File: config.mk
export PLATFORM = sky130hd
export DESIGN_NAME = tmr8_dual_compare
export DESIGN_NICKNAME = d
export VERILOG_FILES = /design/src/tmr8_clksel.v /design/src/tmr8_dual_compare.v
export VERILOG_INCLUDE_DIRS = /design/src
export SDC_FILE = /design/constraint.sdc
export NUM_CORES = 1
export LEC_CHECK = 0
export BUFFER_PORTS_ARGS = -buffer_cell sky130_fd_sc_hd__buf_2
export CAP_MARGIN = 20
export CORE_UTILIZATION = 54
export DETAILED_ROUTE_END_ITERATION = 8
export PLACE_DENSITY = 0.82
export SETUP_SLACK_MARGIN = 0.02
export SYNTH_ARGS = -nofsm -noshare
export SYNTH_HDL_FRONTEND = slang
export SYNTH_SLANG_ARGS = --single-unit
File: constraint.sdc
create_clock -name SYS_CLK -period 4.51 [get_ports SYS_CLK]
set_input_delay 0.902 -clock SYS_CLK [delete_from_list [all_inputs] [get_ports SYS_CLK]]
set_output_delay 0.902 -clock SYS_CLK [all_outputs]
set_load 0.02 [all_outputs]
File: src/tmr8_regs.vh
// Constants for the 8-bit dual compare timer
`ifndef TMR8_REGS_VH
`define TMR8_REGS_VH
`define TMR8_BOTTOM 8'h00
`define TMR8_MAX 8'hff
`define TMR8_CS_STOP 3'h0
`define TMR8_CS_DIRECT 3'h1
`define TMR8_CS_DIV8 3'h2
`define TMR8_CS_DIV64 3'h3
`define TMR8_CS_DIV256 3'h4
`define TMR8_CS_DIV1024 3'h5
`define TMR8_CS_EXT_FALL 3'h6
`define TMR8_CS_EXT_RISE 3'h7
`define TMR8_WGM_NORMAL 3'h0
`define TMR8_WGM_PC_MAX 3'h1
`define TMR8_WGM_CTC 3'h2
`define TMR8_WGM_FAST_MAX 3'h3
`define TMR8_WGM_PC_OCRA 3'h5
`define TMR8_WGM_FAST_OCRA 3'h7
`define TMR8_COM_NONE 2'h0
`define TMR8_COM_TOGGLE 2'h1
`define TMR8_COM_CLEAR 2'h2
`define TMR8_COM_SET 2'h3
`define TMR8_FLAG_OVF 0
`define TMR8_FLAG_MA 1
`define TMR8_FLAG_MB 2
`define TMR8_RST_CTRL 8'h00
`endif

File: src/tmr8_clksel.v
// Timer clock selection: direct, prescaler taps and external edge detection
`timescale 1ns/1ps
`include "tmr8_regs.vh"
module tmr8_clksel (
    clk,
    rst,
    clock_select,
    presc_tap8,
    presc_tap64,
    presc_tap256,
    presc_tap1024,
    external_count_input,
    timer_clock
);
    input wire clk;
    input wire rst;
    input wire [2:0] clock_select;
    input wire presc_tap8;
    input wire presc_tap64;
    input wire presc_tap256;
    input wire presc_tap1024;
    input wire external_count_input;
    output reg timer_clock;

    reg ext_sync_ff;
    reg ext_cur_ff;
    reg ext_prev_ff;

    // ************************************************
    // External input sampling and edge history
    // ************************************************
    always @(posedge clk) begin
        if (rst) begin
            ext_sync_ff <= 1'b0;
            ext_cur_ff <= 1'b0;
            ext_prev_ff <= 1'b0;
        end else begin
            // First stage feeds only the second; edges come from the later pair
            ext_sync_ff <= external_count_input;
            ext_cur_ff <= ext_sync_ff;
            ext_prev_ff <= ext_cur_ff;
        end
    end

    // ************************************************
    // Source multiplexer, one pulse per timer clock
    // ************************************************
    always @* begin
        case (clock_select)
            `TMR8_CS_STOP: timer_clock = 1'b0;
            `TMR8_CS_DIRECT: timer_clock = 1'b1;
            `TMR8_CS_DIV8: timer_clock = presc_tap8;
            `TMR8_CS_DIV64: timer_clock = presc_tap64;
            `TMR8_CS_DIV256: timer_clock = presc_tap256;
            `TMR8_CS_DIV1024: timer_clock = presc_tap1024;
            `TMR8_CS_EXT_FALL: timer_clock = ext_prev_ff & ~ext_cur_ff;
            default: timer_clock = ~ext_prev_ff & ext_cur_ff;
        endcase
    end
endmodule

File: src/tmr8_dual_compare.v
// 8-bit up/down timer with two compare units, flags and pin override
`timescale 1ns/1ps
`include "tmr8_regs.vh"
// Function
// - Count 0x00 is bottom, 0xff is max; both drive waveform logic.
// - Top is 0xff or compare register A, depending on mode.
// - Counter and compare registers are 8 bits with 8-bit comparators.
// - Three-bit clock select; zero stops the counter.
// - Each timer clock clears, increments or decrements the counter.
// - Processor counter access anytime; writes beat clear or count.
// - Waveform mode: two low bits in control A, high bit in control B.
// - Overflow flag set at mode-defined point, can request interrupt.
// - Three flags in one register, each gated by its mask bit.
// - Equality sets the matching compare flag at the next timer clock.
// - Compare flag clears on service or on writing one.
// - Compare registers double-buffered in PWM modes only.
// - Buffered values load only at top or bottom.
// - Processor compare access hits buffer when buffered, else active. Here only writes do; COMPARE_VALUE_A/B always read the active value.
// - Force strobe in non-PWM modes acts on output only.
// - Counter write blocks every match in the next timer clock.
// - Output state bits survive waveform mode changes.
// - Output mode fields are unbuffered and act at once.
// - Reset clears the internal output state bits.
// - Nonzero output mode overrides port value; direction stays with port.
// - Output mode zero leaves output state unchanged on match.
// - Select one clocks directly; two to five use 8, 64, 256, 1024 taps.
// - Selects seven and six count rising and falling external edges.
module tmr8_dual_compare (
    SYS_CLK,
    SYS_RST,
    CLOCK_SELECT,
    WAVEFORM_MODE_LO,
    WAVEFORM_MODE_HI,
    COMPARE_OUTPUT_MODE_A,
    COMPARE_OUTPUT_MODE_B,
    FORCE_MATCH_STROBE_A,
    FORCE_MATCH_STROBE_B,
    PRESC_TAP8,
    PRESC_TAP64,
    PRESC_TAP256,
    PRESC_TAP1024,
    EXTERNAL_COUNT_INPUT,
    COUNT_WR,
    COUNT_WDATA,
    COMPARE_A_WR,
    COMPARE_B_WR,
    COMPARE_WDATA,
    FLAG_CLEAR_WR,
    FLAG_CLEAR_DATA,
    INT_ACK,
    TIMER_MASK_WR,
    TIMER_MASK_WDATA,
    PORT_VALUE_A,
    PORT_VALUE_B,
    COMPARE_PIN_DIRECTION_A,
    COMPARE_PIN_DIRECTION_B,
    COUNT_VALUE,
    COMPARE_VALUE_A,
    COMPARE_VALUE_B,
    TIMER_FLAG_REG,
    TIMER_MASK_REG,
    INT_REQ,
    AT_BOTTOM,
    AT_MAX,
    AT_TOP,
    COMPARE_OUT_A,
    COMPARE_OUT_B,
    PIN_OUT_A,
    PIN_OUT_B,
    PIN_OE_A,
    PIN_OE_B
);
    input wire SYS_CLK;
    input wire SYS_RST;
    input wire [2:0] CLOCK_SELECT;
    input wire [1:0] WAVEFORM_MODE_LO;
    input wire WAVEFORM_MODE_HI;
    input wire [1:0] COMPARE_OUTPUT_MODE_A;
    input wire [1:0] COMPARE_OUTPUT_MODE_B;
    input wire FORCE_MATCH_STROBE_A;
    input wire FORCE_MATCH_STROBE_B;
    input wire PRESC_TAP8;
    input wire PRESC_TAP64;
    input wire PRESC_TAP256;
    input wire PRESC_TAP1024;
    input wire EXTERNAL_COUNT_INPUT;
    input wire COUNT_WR;
    input wire [7:0] COUNT_WDATA;
    input wire COMPARE_A_WR;
    input wire COMPARE_B_WR;
    input wire [7:0] COMPARE_WDATA;
    input wire FLAG_CLEAR_WR;
    input wire [2:0] FLAG_CLEAR_DATA;
    input wire [2:0] INT_ACK;
    input wire TIMER_MASK_WR;
    input wire [2:0] TIMER_MASK_WDATA;
    input wire PORT_VALUE_A;
    input wire PORT_VALUE_B;
    input wire COMPARE_PIN_DIRECTION_A;
    input wire COMPARE_PIN_DIRECTION_B;
    output reg [7:0] COUNT_VALUE;
    output reg [7:0] COMPARE_VALUE_A;
    output reg [7:0] COMPARE_VALUE_B;
    output reg [2:0] TIMER_FLAG_REG;
    output reg [2:0] TIMER_MASK_REG;
    output reg INT_REQ;
    output reg AT_BOTTOM;
    output reg AT_MAX;
    output reg AT_TOP;
    output reg COMPARE_OUT_A;
    output reg COMPARE_OUT_B;
    output reg PIN_OUT_A;
    output reg PIN_OUT_B;
    output reg PIN_OE_A;
    output reg PIN_OE_B;

    // Compare output action on a match, shared by both units
    function cmp_action;
        input [1:0] mode;
        input cur;
        input pwm;
        input up;
        begin
            case (mode)
                `TMR8_COM_NONE: cmp_action = cur;
                `TMR8_COM_TOGGLE: cmp_action = ~cur;
                `TMR8_COM_CLEAR: cmp_action = pwm ? ~up : 1'b0;
                default: cmp_action = pwm ? up : 1'b1;
            endcase
        end
    endfunction

    // Output state at bottom in fast PWM: set for non-inverting, cleared for inverting
    function fast_bottom;
        input [1:0] mode;
        input cur;
        begin
            if (mode == `TMR8_COM_CLEAR) begin
                fast_bottom = 1'b1;
            end else if (mode == `TMR8_COM_SET) begin
                fast_bottom = 1'b0;
            end else begin
                fast_bottom = cur;
            end
        end
    endfunction

    wire timer_clock;
    wire [2:0] waveform_mode;
    reg [7:0] buf_a_ff;
    reg [7:0] buf_b_ff;
    reg down_ff;
    reg block_ff;
    reg oc_a_ff;
    reg oc_b_ff;
    reg [7:0] top_val;
    reg pwm_mode;
    reg fast_mode;
    reg pc_mode;
    reg at_top;
    reg match_a;
    reg match_b;
    reg [7:0] nxt_count;
    reg nxt_down;
    reg ovf_evt;
    reg nxt_oc_a;
    reg nxt_oc_b;
    reg load_buf;

    assign waveform_mode = {WAVEFORM_MODE_HI, WAVEFORM_MODE_LO};

    // ************************************************
    // Timer clock source
    // ************************************************
    tmr8_clksel u_clksel (
        .clk(SYS_CLK),
        .rst(SYS_RST),
        .clock_select(CLOCK_SELECT),
        .presc_tap8(PRESC_TAP8),
        .presc_tap64(PRESC_TAP64),
        .presc_tap256(PRESC_TAP256),
        .presc_tap1024(PRESC_TAP1024),
        .external_count_input(EXTERNAL_COUNT_INPUT),
        .timer_clock(timer_clock)
    );

    // ************************************************
    // Mode decode, top selection and comparators
    // ************************************************
    always @* begin
        fast_mode = (waveform_mode == `TMR8_WGM_FAST_MAX) ||
                    (waveform_mode == `TMR8_WGM_FAST_OCRA);
        pc_mode = (waveform_mode == `TMR8_WGM_PC_MAX) ||
                  (waveform_mode == `TMR8_WGM_PC_OCRA);
        pwm_mode = fast_mode | pc_mode;
        top_val = (waveform_mode == `TMR8_WGM_CTC || waveform_mode == `TMR8_WGM_PC_OCRA ||
                   waveform_mode == `TMR8_WGM_FAST_OCRA) ? COMPARE_VALUE_A : `TMR8_MAX;
        at_top = (COUNT_VALUE == top_val);
        match_a = (COUNT_VALUE == COMPARE_VALUE_A) & ~block_ff;
        match_b = (COUNT_VALUE == COMPARE_VALUE_B) & ~block_ff;
    end

    // ************************************************
    // Counter next state and waveform events
    // ************************************************
    always @* begin
        nxt_count = COUNT_VALUE;
        nxt_down = down_ff;
        ovf_evt = 1'b0;
        load_buf = 1'b0;
        nxt_oc_a = oc_a_ff;
        nxt_oc_b = oc_b_ff;
        if (timer_clock) begin
            if (pc_mode) begin
                if (at_top) begin
                    nxt_down = 1'b1;
                    load_buf = 1'b1;
                end else if (COUNT_VALUE == `TMR8_BOTTOM) begin
                    nxt_down = 1'b0;
                    ovf_evt = 1'b1;
                end
                nxt_count = (nxt_down ? COUNT_VALUE - 8'h01 : COUNT_VALUE + 8'h01);
            end else if (at_top) begin
                nxt_count = `TMR8_BOTTOM;
                ovf_evt = fast_mode | (COUNT_VALUE == `TMR8_MAX);
                load_buf = fast_mode;
                nxt_down = 1'b0;
            end else begin
                nxt_count = COUNT_VALUE + 8'h01;
                ovf_evt = ~fast_mode & (COUNT_VALUE == `TMR8_MAX);  // CTC past top
                nxt_down = 1'b0;
            end
            // Waveform update on match; mode switches never reset the state
            if (match_a) begin
                nxt_oc_a = cmp_action(COMPARE_OUTPUT_MODE_A, oc_a_ff, pc_mode, ~down_ff);
            end
            if (match_b) begin
                nxt_oc_b = cmp_action(COMPARE_OUTPUT_MODE_B, oc_b_ff, pc_mode, ~down_ff);
            end
            if (fast_mode && at_top) begin
                nxt_oc_a = fast_bottom(COMPARE_OUTPUT_MODE_A, nxt_oc_a);
                nxt_oc_b = fast_bottom(COMPARE_OUTPUT_MODE_B, nxt_oc_b);
            end
        end
        // Forced match touches the output only, never flag or counter
        if (!pwm_mode && FORCE_MATCH_STROBE_A) begin
            nxt_oc_a = cmp_action(COMPARE_OUTPUT_MODE_A, oc_a_ff, 1'b0, 1'b1);
        end
        if (!pwm_mode && FORCE_MATCH_STROBE_B) begin
            nxt_oc_b = cmp_action(COMPARE_OUTPUT_MODE_B, oc_b_ff, 1'b0, 1'b1);
        end
        if (COUNT_WR) begin
            nxt_count = COUNT_WDATA;
        end
    end

    // ************************************************
    // Counter, direction and match blocking
    // ************************************************
    always @(posedge SYS_CLK) begin
        if (SYS_RST) begin
            COUNT_VALUE <= `TMR8_BOTTOM;
            down_ff <= 1'b0;
            block_ff <= 1'b0;
        end else begin
            COUNT_VALUE <= nxt_count;
            down_ff <= nxt_down;
            if (COUNT_WR) begin
                block_ff <= 1'b1;
            end else if (timer_clock) begin
                block_ff <= 1'b0;
            end
        end
    end

    // ************************************************
    // Compare registers and their buffers
    // ************************************************
    always @(posedge SYS_CLK) begin
        if (SYS_RST) begin
            COMPARE_VALUE_A <= `TMR8_BOTTOM;
            COMPARE_VALUE_B <= `TMR8_BOTTOM;
            buf_a_ff <= `TMR8_BOTTOM;
            buf_b_ff <= `TMR8_BOTTOM;
        end else begin
            if (COMPARE_A_WR) begin
                buf_a_ff <= COMPARE_WDATA;
            end
            if (COMPARE_B_WR) begin
                buf_b_ff <= COMPARE_WDATA;
            end
            if (!pwm_mode) begin
                // Unbuffered: direct write, buffer tracks the active value
                if (COMPARE_A_WR) begin
                    COMPARE_VALUE_A <= COMPARE_WDATA;
                end
                if (COMPARE_B_WR) begin
                    COMPARE_VALUE_B <= COMPARE_WDATA;
                end
            end else if (load_buf) begin
                COMPARE_VALUE_A <= buf_a_ff;
                COMPARE_VALUE_B <= buf_b_ff;
            end
        end
    end

    // ************************************************
    // Flags, mask and interrupt request
    // ************************************************
    always @(posedge SYS_CLK) begin
        if (SYS_RST) begin
            TIMER_FLAG_REG <= 3'h0;
            TIMER_MASK_REG <= 3'h0;
            INT_REQ <= 1'b0;
        end else begin
            // Set wins over a clear in the same cycle
            TIMER_FLAG_REG <= (TIMER_FLAG_REG & ~(INT_ACK | ({3{FLAG_CLEAR_WR}} & FLAG_CLEAR_DATA)))
                | {timer_clock & match_b, timer_clock & match_a, ovf_evt};
            if (TIMER_MASK_WR) begin
                TIMER_MASK_REG <= TIMER_MASK_WDATA;
            end
            INT_REQ <= |(TIMER_FLAG_REG & TIMER_MASK_REG);
        end
    end

    // ************************************************
    // Output state bits and pin override
    // ************************************************
    always @(posedge SYS_CLK) begin
        if (SYS_RST) begin
            oc_a_ff <= 1'b0;
            oc_b_ff <= 1'b0;
            COMPARE_OUT_A <= 1'b0;
            COMPARE_OUT_B <= 1'b0;
            PIN_OUT_A <= 1'b0;
            PIN_OUT_B <= 1'b0;
            PIN_OE_A <= 1'b0;
            PIN_OE_B <= 1'b0;
            AT_BOTTOM <= 1'b1;
            AT_MAX <= 1'b0;
            AT_TOP <= 1'b0;
        end else begin
            oc_a_ff <= nxt_oc_a;
            oc_b_ff <= nxt_oc_b;
            COMPARE_OUT_A <= nxt_oc_a;
            COMPARE_OUT_B <= nxt_oc_b;
            // Mode fields act at once, in any waveform mode
            PIN_OUT_A <= (|COMPARE_OUTPUT_MODE_A) ? nxt_oc_a : PORT_VALUE_A;
            PIN_OUT_B <= (|COMPARE_OUTPUT_MODE_B) ? nxt_oc_b : PORT_VALUE_B;
            PIN_OE_A <= COMPARE_PIN_DIRECTION_A;
            PIN_OE_B <= COMPARE_PIN_DIRECTION_B;
            AT_BOTTOM <= (nxt_count == `TMR8_BOTTOM);
            AT_MAX <= (nxt_count == `TMR8_MAX);
            AT_TOP <= (nxt_count == top_val);
        end
    end
endmodule

==> out/metrics.yaml, run 1 <==
detail_route.iter0.violations: 317
pwr-share-clk_pct: 36.6
nFillCells: 605
p_seq_share_pct: 40.3
slew_headroom_pct: 44.11
fin_cells: 662
cts_max_level: 3
p_int_w: 0.001053
rows: 30
setup_viol: 0
synthDominantCellAreaShare_pct: 31.63
nets: 617
die_y_um: 86.56
outcome: "complete, no violations"
r2r_end: "AT_TOP"
ios: 93
synth_area_per_cell_um2: 8.027
drt_wl_total_mm: 11.81
period_needed_ns: 3.848
cp-start-kind: "input pin"
power.density_mw_per_mm2: 330.1
hold_end: "u_clksel.ext_cur_ff"
yosys_most_used_dff: "dfxtp_1"
synth_nets: 537
syn2layout_area_growth_pct: 19.51
cp.arrival_ns: 4.09
cts_resized: 0
drive_above_1_share_pct: 24.91
drcViolationCount: 0
async_flop_share_pct: 0
ant_nets: 0
syn_inst: 481
synth_commonest_cells: "nor2_1 (76), dfxtp_1 (61), a21oi_1 (39)"
reg2reg_from: "COUNT_VALUE[6]"
rsz0062_at_grt: "no"
diodes: 0
placed_cells: 644
cp.required_ns: 4.75
period_share_pct: 85.32
hold_path_depth: 1
synth_seq_cells: 61
routabilityCongestion: 0.9190
drv_slew: 0
root_buffer: "clkbuf_8"
postCtsSetupBuffers: 0
grt_pass1_vias: 3659
power.static_leakage_nw: 1.979
port_buffers: 92
yosysSeqAreaShare_pct: 31.63
switching_share_pct: 30.85
synth_area_mm2: 0.003861
ctsHoldBuffers: 0
yosysMostFrequentCell: "nor2_1"
cts_max_path_buffers: 2
clock_latency_ns: 0.34
clkSlewWorstSetupHoldPaths_ns: 0.07
fp.dieW_um: 86.56
whs_ns: 0.4395
regArea_mm2: 0.001221
multi_input_comb_area_mm2: 0.002459
grt_overflow: 0
start_util_pct: 56.21
tightest_slew_ns: 0.8307
clock_skew_ns: 0.01172
crit_type: "input pin to flop"
coreArea_mm2: 0.006869
grt_max_degree: 59
max_freq_mhz: 259.9
maxCapViolCount: 0
num_vias: 4006
cts_tree: "yes"
hold_viol: 0
hpwl_mm: 8.566
cts_made_buffers: 9
drt_first_pass_iters: 5
cts_sinks: 61
ys_warn_count: 0
power.switching_w: 0.0004699
cp_max_fo: 11
synth_area_leaders: "dfxtp_1 (32%), nor2_1 (7.4%), mux2i_1 (5.7%), a21oi_1 (5.1%), xnor2_1 (4.1%)"
hold_class: "flop to flop"
min_from: "u_clksel.ext_sync_ff"
grt_antenna_before_repair: 0
reg2reg_slack_ns: 0.89
grt_usage_pct: 31.76
avgViaCountPerCell: 6.051
die_area_mm2: 0.007493
fin_setup_tns_ns: 0
grt_pass1_wl_mm: 18.24
final_util_pct: 67.18
ys_types: 70
peakVddDrop_mv: 0.2447
synth_edf_count: 0
wl_per_cell_um: 17.84
cp-end-kind: "flop"
comb_power_share_pct: 23.2
synth_largest_area_cell: "dfxtp_1"
worstRegToRegCells: 10
==> registers in the layout, indices dropped and copies added, names as in the netlist, 3 cells and up <==
name and flops:
buf_b_ff 8, COMPARE_VALUE_A 8, COMPARE_VALUE_B 8, COUNT_VALUE 8, TIMER_FLAG_REG 3, buf_a_ff 8
TIMER_MASK_REG 3
==> cell usage in the layout (no fill, tap or decap), types with 4 or more instances in the layout <==
master	instances
buf_4	10
nor2_1	76
and3_1	5
clkbuf_8	11
buf_2	92
dfxtp_1	61
nand2b_1	6
nor3_1	11
nor2b_1	24
nand3_1	14
nor4_1	5
a211oi_1	20
xor2_1	10
mux2i_1	22
xnor2_1	18
inv_1	12
o21ai_0	10
nand2_1	27
a21oi_1	39
and2_1	4
o221ai_1	6
==> worst max path at each step <==
stage / from / endpoint / slack, ns
2_1_floorplan: WAVEFORM_MODE_LO[1] / AT_TOP / 0.71
3_3_place_gp: WAVEFORM_MODE_LO[1] / AT_TOP / 0.44
3_5_place_dp: WAVEFORM_MODE_LO[1] / AT_TOP / 0.34
4_1_cts: WAVEFORM_MODE_LO[1] / AT_TOP / 0.70
5_1_grt: WAVEFORM_MODE_LO[1] / AT_TOP / 0.50
6_report: WAVEFORM_MODE_LO[1] / AT_TOP / 0.66
==> kinds of logic after synthesis <==
family | count (synthesis) | synth area share, %
adder cells (fa/ha/maj) | 3 | 0.9722
AND/OR/NAND/NOR | 193 | 25.08
flip-flops | 61 | 31.63
multiplexers | 26 | 7.161
AO/OA/AOI/OAI | 125 | 24.11
buffers and inverters | 45 | 4.698
XOR/XNOR | 28 | 6.351
==> worst max-delay path, stage by stage <==
cell and delay, ns:
buf_2 0.20, or3b_4 0.44, a2111oi_2 0.35, a311oi_2 0.15, a2111oi_4 0.55, o21ai_1 0.18
o31ai_2 0.23, mux2i_1 0.12, a221oi_2 0.40, nand3_1 0.19, a2111oi_2 0.38
==> final cells by class <==
type / instances / area share [%]
clock inverters: 5 / 1.790
repair buffers: 102 / 11.61
clock buffers: 11 / 3.281
multi-input cells: 375 / 53.28
flip-flops and latches: 61 / 26.46
inverters: 12 / 0.9761
well taps: 96 / 2.603
==> through the flow <==
step	total power (W)	setup slack [ns]	cell area, um2
finish	0.001523	0.6620	4614
global route	0.001585	0.5032	4614
CTS	0.001523	0.6952	4599
detailed placement	0.0009685	0.3429	4365
global placement	0.0009587	0.4399	4365
floorplan	0.0008525	0.7066	3861
==> routing by layer <==
metal	wire length [um]	global-route usage, %	vias up
met1	5073	41.22	1930
met3	663	4.667	26
met2	5729	52.74	150
met5	0	0	-
met4	341	13.48	0
li1	-	-	1900
==> power groups by stage <==
stage	combinational, W	sequential [W]	clock, W
6_report	0.000353	0.000613	0.000557
5_1_grt	0.000383	0.000616	0.000586
4_1_cts	0.000348	0.000611	0.000564
3_5_place_dp	0.000345	0.000623	0
3_3_place_gp	0.000337	0.000622	0
2_1_floorplan	0.000222	0.000630	0
Note: power is estimated with default switching activity, not from simulation.
==> run 2, diff against run 1 <==
Settings changed: ABC_AREA from default to 1, CORE_UTILIZATION 54 to 53, PLACE_DENSITY 0.82 to 0.8.
==> out/metrics.yaml, run 2 <==
outcome: "finished with violations"  # was complete, no violations
violations: "DRC"
postCtsSetupBuffers: 0  # unchanged
fp.dieW_um: 84.79  # was 86.56 um
synth_edf_count: 0  # unchanged
yosysMostFrequentCell: "nand2_1"  # was nor2_1
fin_setup_tns_ns: 0  # unchanged
final_cell_area_mm2: 0.004332  # was 0.004614 mm2
ctsHoldBuffers: 0  # unchanged
synth_largest_area_cell: "dfxtp_1"  # unchanged
port_buffers: 92  # unchanged
drt_first_pass_iters: 6  # was 5
hold_class: "flop to flop"  # unchanged
cts_max_path_buffers: 2  # unchanged
cp.arrival_ns: 3.38  # was 4.09 ns
cp-start-kind: "input pin"  # unchanged
clock_latency_ns: 0.35  # was 0.34 ns
hold_viol: 0  # unchanged
period_needed_ns: 3.146  # was 3.848 ns
synth_commonest_cells: "nand2_1 (119), inv_1 (63), dfxtp_1 (61), nor2_1 (61), o21ai_0 (55)"  # was nor2_1 (76), dfxtp_1 (61), a21oi_1 (39)
synth_area_per_cell_um2: 6.475  # was 8.027 um2
grt_pass1_wl_mm: 16.79  # was 18.24 mm
start_util_pct: 55.92  # was 56.21%
placed_area_mm2: 0.004108  # was 0.004365 mm2
reg2reg_from: "COUNT_VALUE[2]"  # was COUNT_VALUE[6]
r2r_end: "AT_TOP"  # unchanged
worstRegToRegCells: 13  # was 10
crit_chain: "buf_2 -> inv_2 -> nand3_2 -> nand2_2 -> inv_2 -> nor2_2 -> inv_2 -> nand2_1 -> nand4_1 -> nor3_1 -> nand4_1 -> nand2_1 -> inv_1 -> o21ai_0 -> a21oi_1"  # was buf_2 -> or3b_4 -> a2111oi_2 -> a311oi_2 -> a2111oi_4 -> o21ai_1 -> o31ai_2 -> mux2i_1 -> a221oi_2 -> nand3_1 -> a2111oi_2
rows: 29  # was 30
cts_max_level: 3  # unchanged
synth_area_mm2: 0.003632  # was 0.003861 mm2
maxCapViolCount: 0  # unchanged
power.density_mw_per_mm2: 348.2  # was 330.1 mW/mm2
path_common_cell: "inv_2"  # was a2111oi_2
reg2reg_slack_ns: 2.11  # was 0.89 ns
max_freq_mhz: 317.9  # was 259.9 MHz
drv_slew: 0  # unchanged
drive_above_1_share_pct: 21.54  # was 24.91%
cp-end-kind: "flop"  # unchanged
hold_end: "u_clksel.ext_cur_ff"  # unchanged
cp_max_fo: 24  # was 11
routabilityCongestion: 0.9511  # was 0.9190
ys_types: 38  # was 70
async_flop_share_pct: 0  # unchanged
ios: 93  # unchanged
avgViaCountPerCell: 5.483  # was 6.051
crit_type: "input pin to flop"  # unchanged
ant_nets: 0  # unchanged
synth_area_leaders: "dfxtp_1 (34%), nand2_1 (12%), o21ai_0 (7.6%), inv_1 (6.5%), nor2_1 (6.3%)"  # was dfxtp_1 (32%), nor2_1 (7.4%), mux2i_1 (5.7%), a21oi_1 (5.1%), xnor2_1 (4.1%)
syn_inst: 561  # was 481
slew_headroom_pct: 33.88  # was 44.11%
period_share_pct: 69.76  # was 85.32%
critPathTopFamily: "simple AND/OR/NAND/NOR gates"  # was compound AO/OA/AOI/OAI gates
detail_route.iter0.violations: 287  # was 317
ys_warn_count: 0  # unchanged
drcViolationCount: 6  # was 0
cts_sinks: 61  # unchanged
drt_wl_total_mm: 10.17  # was 11.81 mm
crit_path_max_incr_delay_ns: 0.32  # was 0.55 ns
die_area_mm2: 0.007189  # was 0.007493 mm2
power.static_leakage_nw: 2.149  # was 1.979 nW
syn2layout_area_growth_pct: 19.26  # was 19.51%
nets: 701  # was 617
crit_cells: 15  # was 11
synth_nets: 617  # was 537
grt_pass1_vias: 3671  # was 3659
worst-path-buf-inv: 5  # was 1
root_buffer: "clkbuf_8"  # unchanged
synthDominantCellAreaShare_pct: 33.62  # was 31.63%
cp.required_ns: 4.75  # about the same
final_common_cell: "nand2_1"  # was buf_2
min_from: "u_clksel.ext_sync_ff"  # unchanged
yosysSeqAreaShare_pct: 33.62  # was 31.63%
grt_usage_pct: 29.63  # was 31.76%
yosys_most_used_dff: "dfxtp_1"  # unchanged
hpwl_mm: 7.669  # was 8.566 mm
tightest_slew_ns: 0.9907  # was 0.8307 ns
regArea_mm2: 0.001221  # unchanged
grt_max_degree: 40  # was 59
diodes: 0  # unchanged
setup_viol: 0  # unchanged
cts_made_buffers: 9  # unchanged
synth_seq_cells: 61  # unchanged
grt_antenna_before_repair: 0  # unchanged
multi_input_comb_area_mm2: 0.002059  # was 0.002459 mm2
clock_skew_ns: 0.01559  # was 0.01172 ns
wl_per_cell_um: 13.99  # was 17.84 um
hold_path_depth: 2  # was 1
nFillCells: 629  # was 605
cts_tree: "yes"  # unchanged
layout_common_cells: "nand2_1 (119), buf_2 (92), inv_1 (63), dfxtp_1 (61), nor2_1 (61)"  # was buf_2 (92), nor2_1 (76), dfxtp_1 (61), a21oi_1 (39), nand2_1 (27)
num_vias: 3986  # was 4006
coreArea_mm2: 0.006495  # was 0.006869 mm2
cts_resized: 0  # unchanged
critPathSlowestCell: "nand2_1"  # was a2111oi_4
die_y_um: 84.79  # was 86.56 um
grt_overflow: 0  # unchanged
clkSlewWorstSetupHoldPaths_ns: 0.07  # about the same
rsz0062_at_grt: "no"  # unchanged
peakVddDrop_mv: 0.1834  # was 0.2447 mV
## run 2: changes by cell type in the layout (fill, tap and decap cells not counted), sizes merged, moves of 11 or more
cell	delta
mux2i	-22
xnor2	-15
a211oi	-19
nor2b	-24
o21ai	+47
nand2	+101
nor2	-11
nand3	+31
inv	+56
## run 2: routing by layer
metal / wire, um / track usage, %
met1: 4331 / 35.58
met2: 4885 / 51.22
met3: 634 / 5.113
met4: 318 / 14.48
met5: 0 / 0
## run 2: cell families after synthesis
logic type / synth area share [%]
adders and majority gates: 1.034
xor gates and xnor gates: 4.341
and+or+nand+nor: 34.45
buffers and inverters: 9.680
DFF: 33.62
AOI/OAI and AO/OA: 16.88
## run 2: through the flow
| step | setup slack (ns) | std cells | util (%) | hold WS (ns) | power, W |
|---|---|---|---|---|---|
| 4_1_cts | 1.436 | 727 | 66.69 | 0.4142 | 0.001511 |
| 5_1_grt | 0.9700 | 727 | 66.69 | 0.4331 | 0.001579 |
| 2_1_floorplan | 1.987 | 561 | - | 0.3883 | 0.0008525 |
| 3_5_place_dp | 1.079 | 711 | 63.24 | 0.3993 | 0.0009590 |
| 3_3_place_gp | 1.162 | 711 | 63.24 | 0.3991 | 0.0009523 |
| 6_report | 1.364 | 727 | 66.69 | 0.4111 | 0.001508 |
## run 2: how the worst max path moves through the flow
stage | start | endpoint
floorplan | WAVEFORM_MODE_LO[0] | AT_TOP
global placement | WAVEFORM_MODE_LO[0] | COMPARE_VALUE_B[3]
detailed placement | WAVEFORM_MODE_LO[0] | COMPARE_VALUE_B[5]
CTS | WAVEFORM_MODE_LO[0] | COMPARE_VALUE_B[5]
global route | WAVEFORM_MODE_LO[0] | COMPARE_VALUE_B[5]
finish | WAVEFORM_MODE_LO[0] | COMPARE_VALUE_B[5]
## run 2: worst register-to-register path, delay by kind of cell, from the launching register on
kind | cells | cell delay [ns]
buffers and inverters | 1 | 0.23
flip-flops | 1 | 0.63
AND/OR/NAND/NOR | 11 | 1.31
XOR/XNOR | 1 | 0.17
## run 2: area by class of cell
cell class / count / area share [%]
Multi-Input combinational cell: 410 / 47.54
Timing Repair Buffer: 93 / 10.80
Clock inverter: 6 / 1.993
Clock buffer: 10 / 3.177
Sequential cell: 61 / 28.19
Tap cell: 77 / 2.224
Inverter: 70 / 6.066
## run 2: where the power goes
part           switching (W)  internal [W]  total, W
clock               0.000230      0.000325  0.000555
combinational       0.000223      0.000119  0.000342
sequential         0.0000366      0.000575  0.000611
==> run 3, diff against run 2 <==
Settings changed: ABC_AREA 1 to 0, CORE_UTILIZATION 53 to 54.
Clock period 4.51 ns to 2.93 ns, I/O delays scaled along.
==> out/metrics.yaml, run 3 (synthesized netlist as in run 1, its figures left out) <==
power.static_leakage_nw: 2.477  # was 2.149 nW
coreArea_mm2: 0.006869  # was 0.006495 mm2
clock_skew_ns: 0.01179  # was 0.01559 ns
clkSlewWorstSetupHoldPaths_ns: 0.08  # was 0.07 ns
p_int_w: 0.001727  # was 0.001019 W
clock_latency_ns: 0.36  # was 0.35 ns
hold_viol: 0  # unchanged
fp.dieW_um: 86.56  # was 84.79 um
fin_ws_ns: -0.3370  # was 1.364 ns
cts_sinks: 61  # unchanged
syn2layout_area_growth_pct: 46.92  # was 19.26%
crit_start: "WAVEFORM_MODE_HI"  # was WAVEFORM_MODE_LO[0]
pwr-share-clk_pct: 34.6  # was 36.8%
worstRegToRegCells: 10  # was 13
grt_antenna_before_repair: 0  # unchanged
hpwl_mm: 10.29  # was 7.669 mm
cts_tree: "yes"  # unchanged
p_seq_share_pct: 35.7  # was 40.5%
detail_route.iter0.violations: 320  # was 287
maxCapViolCount: 0  # unchanged
slew_headroom_pct: 54.36  # was 33.88%
port_buffers: 92  # unchanged
nFillCells: 442  # was 629
max_freq_mhz: 306.1
worst-path-buf-inv: 1  # was 5
critPathTopFamily: "compound AO/OA/AOI/OAI gates"  # was simple AND/OR/NAND/NOR gates
nets: 707  # was 701
cp-end-kind: "flop"  # unchanged
rows: 30  # was 29
tightest_slew_ns: 0.6847  # was 0.9907 ns
ctsHoldBuffers: 0  # unchanged
reg2reg_slack_ns: -0.33  # was 2.11 ns
setup.worst_path.end: "AT_TOP"  # was COMPARE_VALUE_B[5]
grt_overflow: 0  # unchanged
cts_made_buffers: 9  # unchanged
final_common_cell: "buf_2"  # was nand2_1
power.switching_w: 0.0008784  # was 0.0004895 W
drive_above_1_share_pct: 42.99  # was 21.54%
grt_pass1_vias: 4293  # was 3671
hold_class: "input pin to flop"  # was flop to flop
cts_max_path_buffers: 2  # unchanged
cp.required_ns: 3.18  # was 4.75 ns
r2r_end: "AT_TOP"  # unchanged
placed_cells: 723  # was 711
ant_nets: 0  # unchanged
outcome: "finished with violations"  # unchanged
final_util_pct: 82.59  # was 66.69%
peakVddDrop_mv: 0.3682  # was 0.1834 mV
reg2reg_from: "COUNT_VALUE[3]"  # was COUNT_VALUE[2]
die_y_um: 86.56  # was 84.79 um
cp_max_fo: 6  # was 24
grt_usage_pct: 37.29  # was 29.63%
switching_share_pct: 33.72  # was 32.46%
diodes: 0  # unchanged
crit_cells: 11  # was 15
drv_slew: 0  # unchanged
die_area_mm2: 0.007493  # was 0.007189 mm2
rsz0062_at_grt: "yes"  # was no
ios: 93  # unchanged
setup_viol: 11  # was 0
crit_type: "input pin to flop"  # unchanged
drt_first_pass_iters: 5  # was 6
period_needed_ns: 3.267
power.density_mw_per_mm2: 459.2  # was 348.2 mW/mm2
crit_chain: "buf_2 -> or3b_4 -> a2111oi_4 -> a311oi_4 -> a211o_1 -> a31o_1 -> o31a_2 -> xnor2_1 -> or3_1 -> mux2_2 -> a2111oi_2"  # was buf_2 -> inv_2 -> nand3_2 -> nand2_2 -> inv_2 -> nor2_2 -> inv_2 -> nand2_1 -> nand4_1 -> nor3_1 -> nand4_1 -> nand2_1 -> inv_1 -> o21ai_0 -> a21oi_1
cp.arrival_ns: 3.52  # was 3.38 ns
violations: "setup timing"  # was DRC
routabilityCongestion: 0.9736  # was 0.9511
period_share_pct: 111.5
crit_path_max_incr_delay_ns: 0.43  # was 0.32 ns
drcViolationCount: 0  # was 6
wl_per_cell_um: 20.42  # was 13.99 um
critPathSlowestCell: "or3b_4"  # was nand2_1
num_vias: 4616  # was 3986
avgViaCountPerCell: 6.138  # was 5.483
fin_cells: 752  # was 727
grt_max_degree: 59  # was 40
start_util_pct: 56.21  # was 55.92%
cp-start-kind: "input pin"  # unchanged
comb_power_share_pct: 29.7  # was 22.7%
drt_wl_total_mm: 15.36  # was 10.17 mm
cts_max_level: 3  # unchanged
root_buffer: "clkbuf_8"  # unchanged
layout_common_cells: "buf_2 (91), buf_4 (90), nor2_1 (73), dfxtp_1 (57), a21oi_1 (34)"  # was nand2_1 (119), buf_2 (92), inv_1 (63), dfxtp_1 (61), nor2_1 (61)
grt_pass1_wl_mm: 21.05  # was 16.79 mm
-- run 3: cell type report --
type                    instances  area, um2  share of cell area (%)
clock buffers                  10      137.6                   2.426
clock inverters                 6      93.84                   1.654
inverters                      12      45.04                  0.7940
multi-input cells             375       2785                   49.10
flip-flops and latches         61       1231                   21.70
well taps                      96      120.1                   2.117
repair buffers                192       1260                   22.21
-- run 3: timing repair --
action	CTS	global route
cloned	0	1
gates resized for setup	28	48
hold endpoints to repair	0	0
endpoints found under the setup margin	8	10
buffers inserted	6	7
pin swaps	13	21
-- run 3: worst min path at each step --
| stage | start | endpoint | slack [ns] | cells past startpoint |
|---|---|---|---|---|
| after floorplan | u_clksel.ext_sync_ff | u_clksel.ext_cur_ff | 0.41 | 1 |
| after global placement | u_clksel.ext_sync_ff | u_clksel.ext_cur_ff | 0.42 | 1 |
| after detailed placement | u_clksel.ext_sync_ff | u_clksel.ext_cur_ff | 0.46 | 1 |
| after CTS | EXTERNAL_COUNT_INPUT | u_clksel.ext_sync_ff | 0.43 | 2 |
| after global routing | EXTERNAL_COUNT_INPUT | u_clksel.ext_sync_ff | 0.43 | 2 |
| final | EXTERNAL_COUNT_INPUT | u_clksel.ext_sync_ff | 0.44 | 2 |
-- run 3: power groups by stage --
stage	registers, W	logic, W	clock network [W]
final	0.000930	0.000775	0.000901
after CTS	0.000922	0.000708	0.000891
after floorplan	0.000970	0.000348	0
after detailed placement	0.000940	0.000668	0
after global routing	0.000932	0.000819	0.000935
after global placement	0.000937	0.000651	0
-- run 3: metal layers --
layer / up-vias / track usage, % / wire length (um)
li1: 2082 / - / -
met1: 2220 / 46.18 / 6218
met2: 250 / 60.82 / 7366
met3: 64 / 8.286 / 1014
met4: 0 / 19.39 / 759
met5: - / 0 / 0
-- run 3: worst register-to-register path: stages (launching register included) --
cell and delay, ns:
dfxtp_4 0.37, or4b_4 0.55, o221ai_4 0.21, a311oi_4 0.15
a211o_1 0.40, a31o_1 0.21, o31a_2 0.34, xnor2_1 0.15
or3_1 0.30, mux2_2 0.29, a2111oi_2 0.20
-- run 3: through the flow --
stage                     worst slack, ns  cell area (um2)  hold slack, ns  power [W]  setup TNS [ns]
final                             -0.3370             5673          0.4387   0.002605          -1.660
after CTS                         -0.3062             5398          0.4315   0.002521         -0.8947
after detailed placement          -0.7517             5005          0.4606   0.001608          -7.518
after global placement            -0.6440             5005          0.4224   0.001588          -5.593
after floorplan                   -0.4502             3902          0.4138   0.001318         -0.6888
after global routing              -0.4823             5673          0.4328   0.002686          -4.111
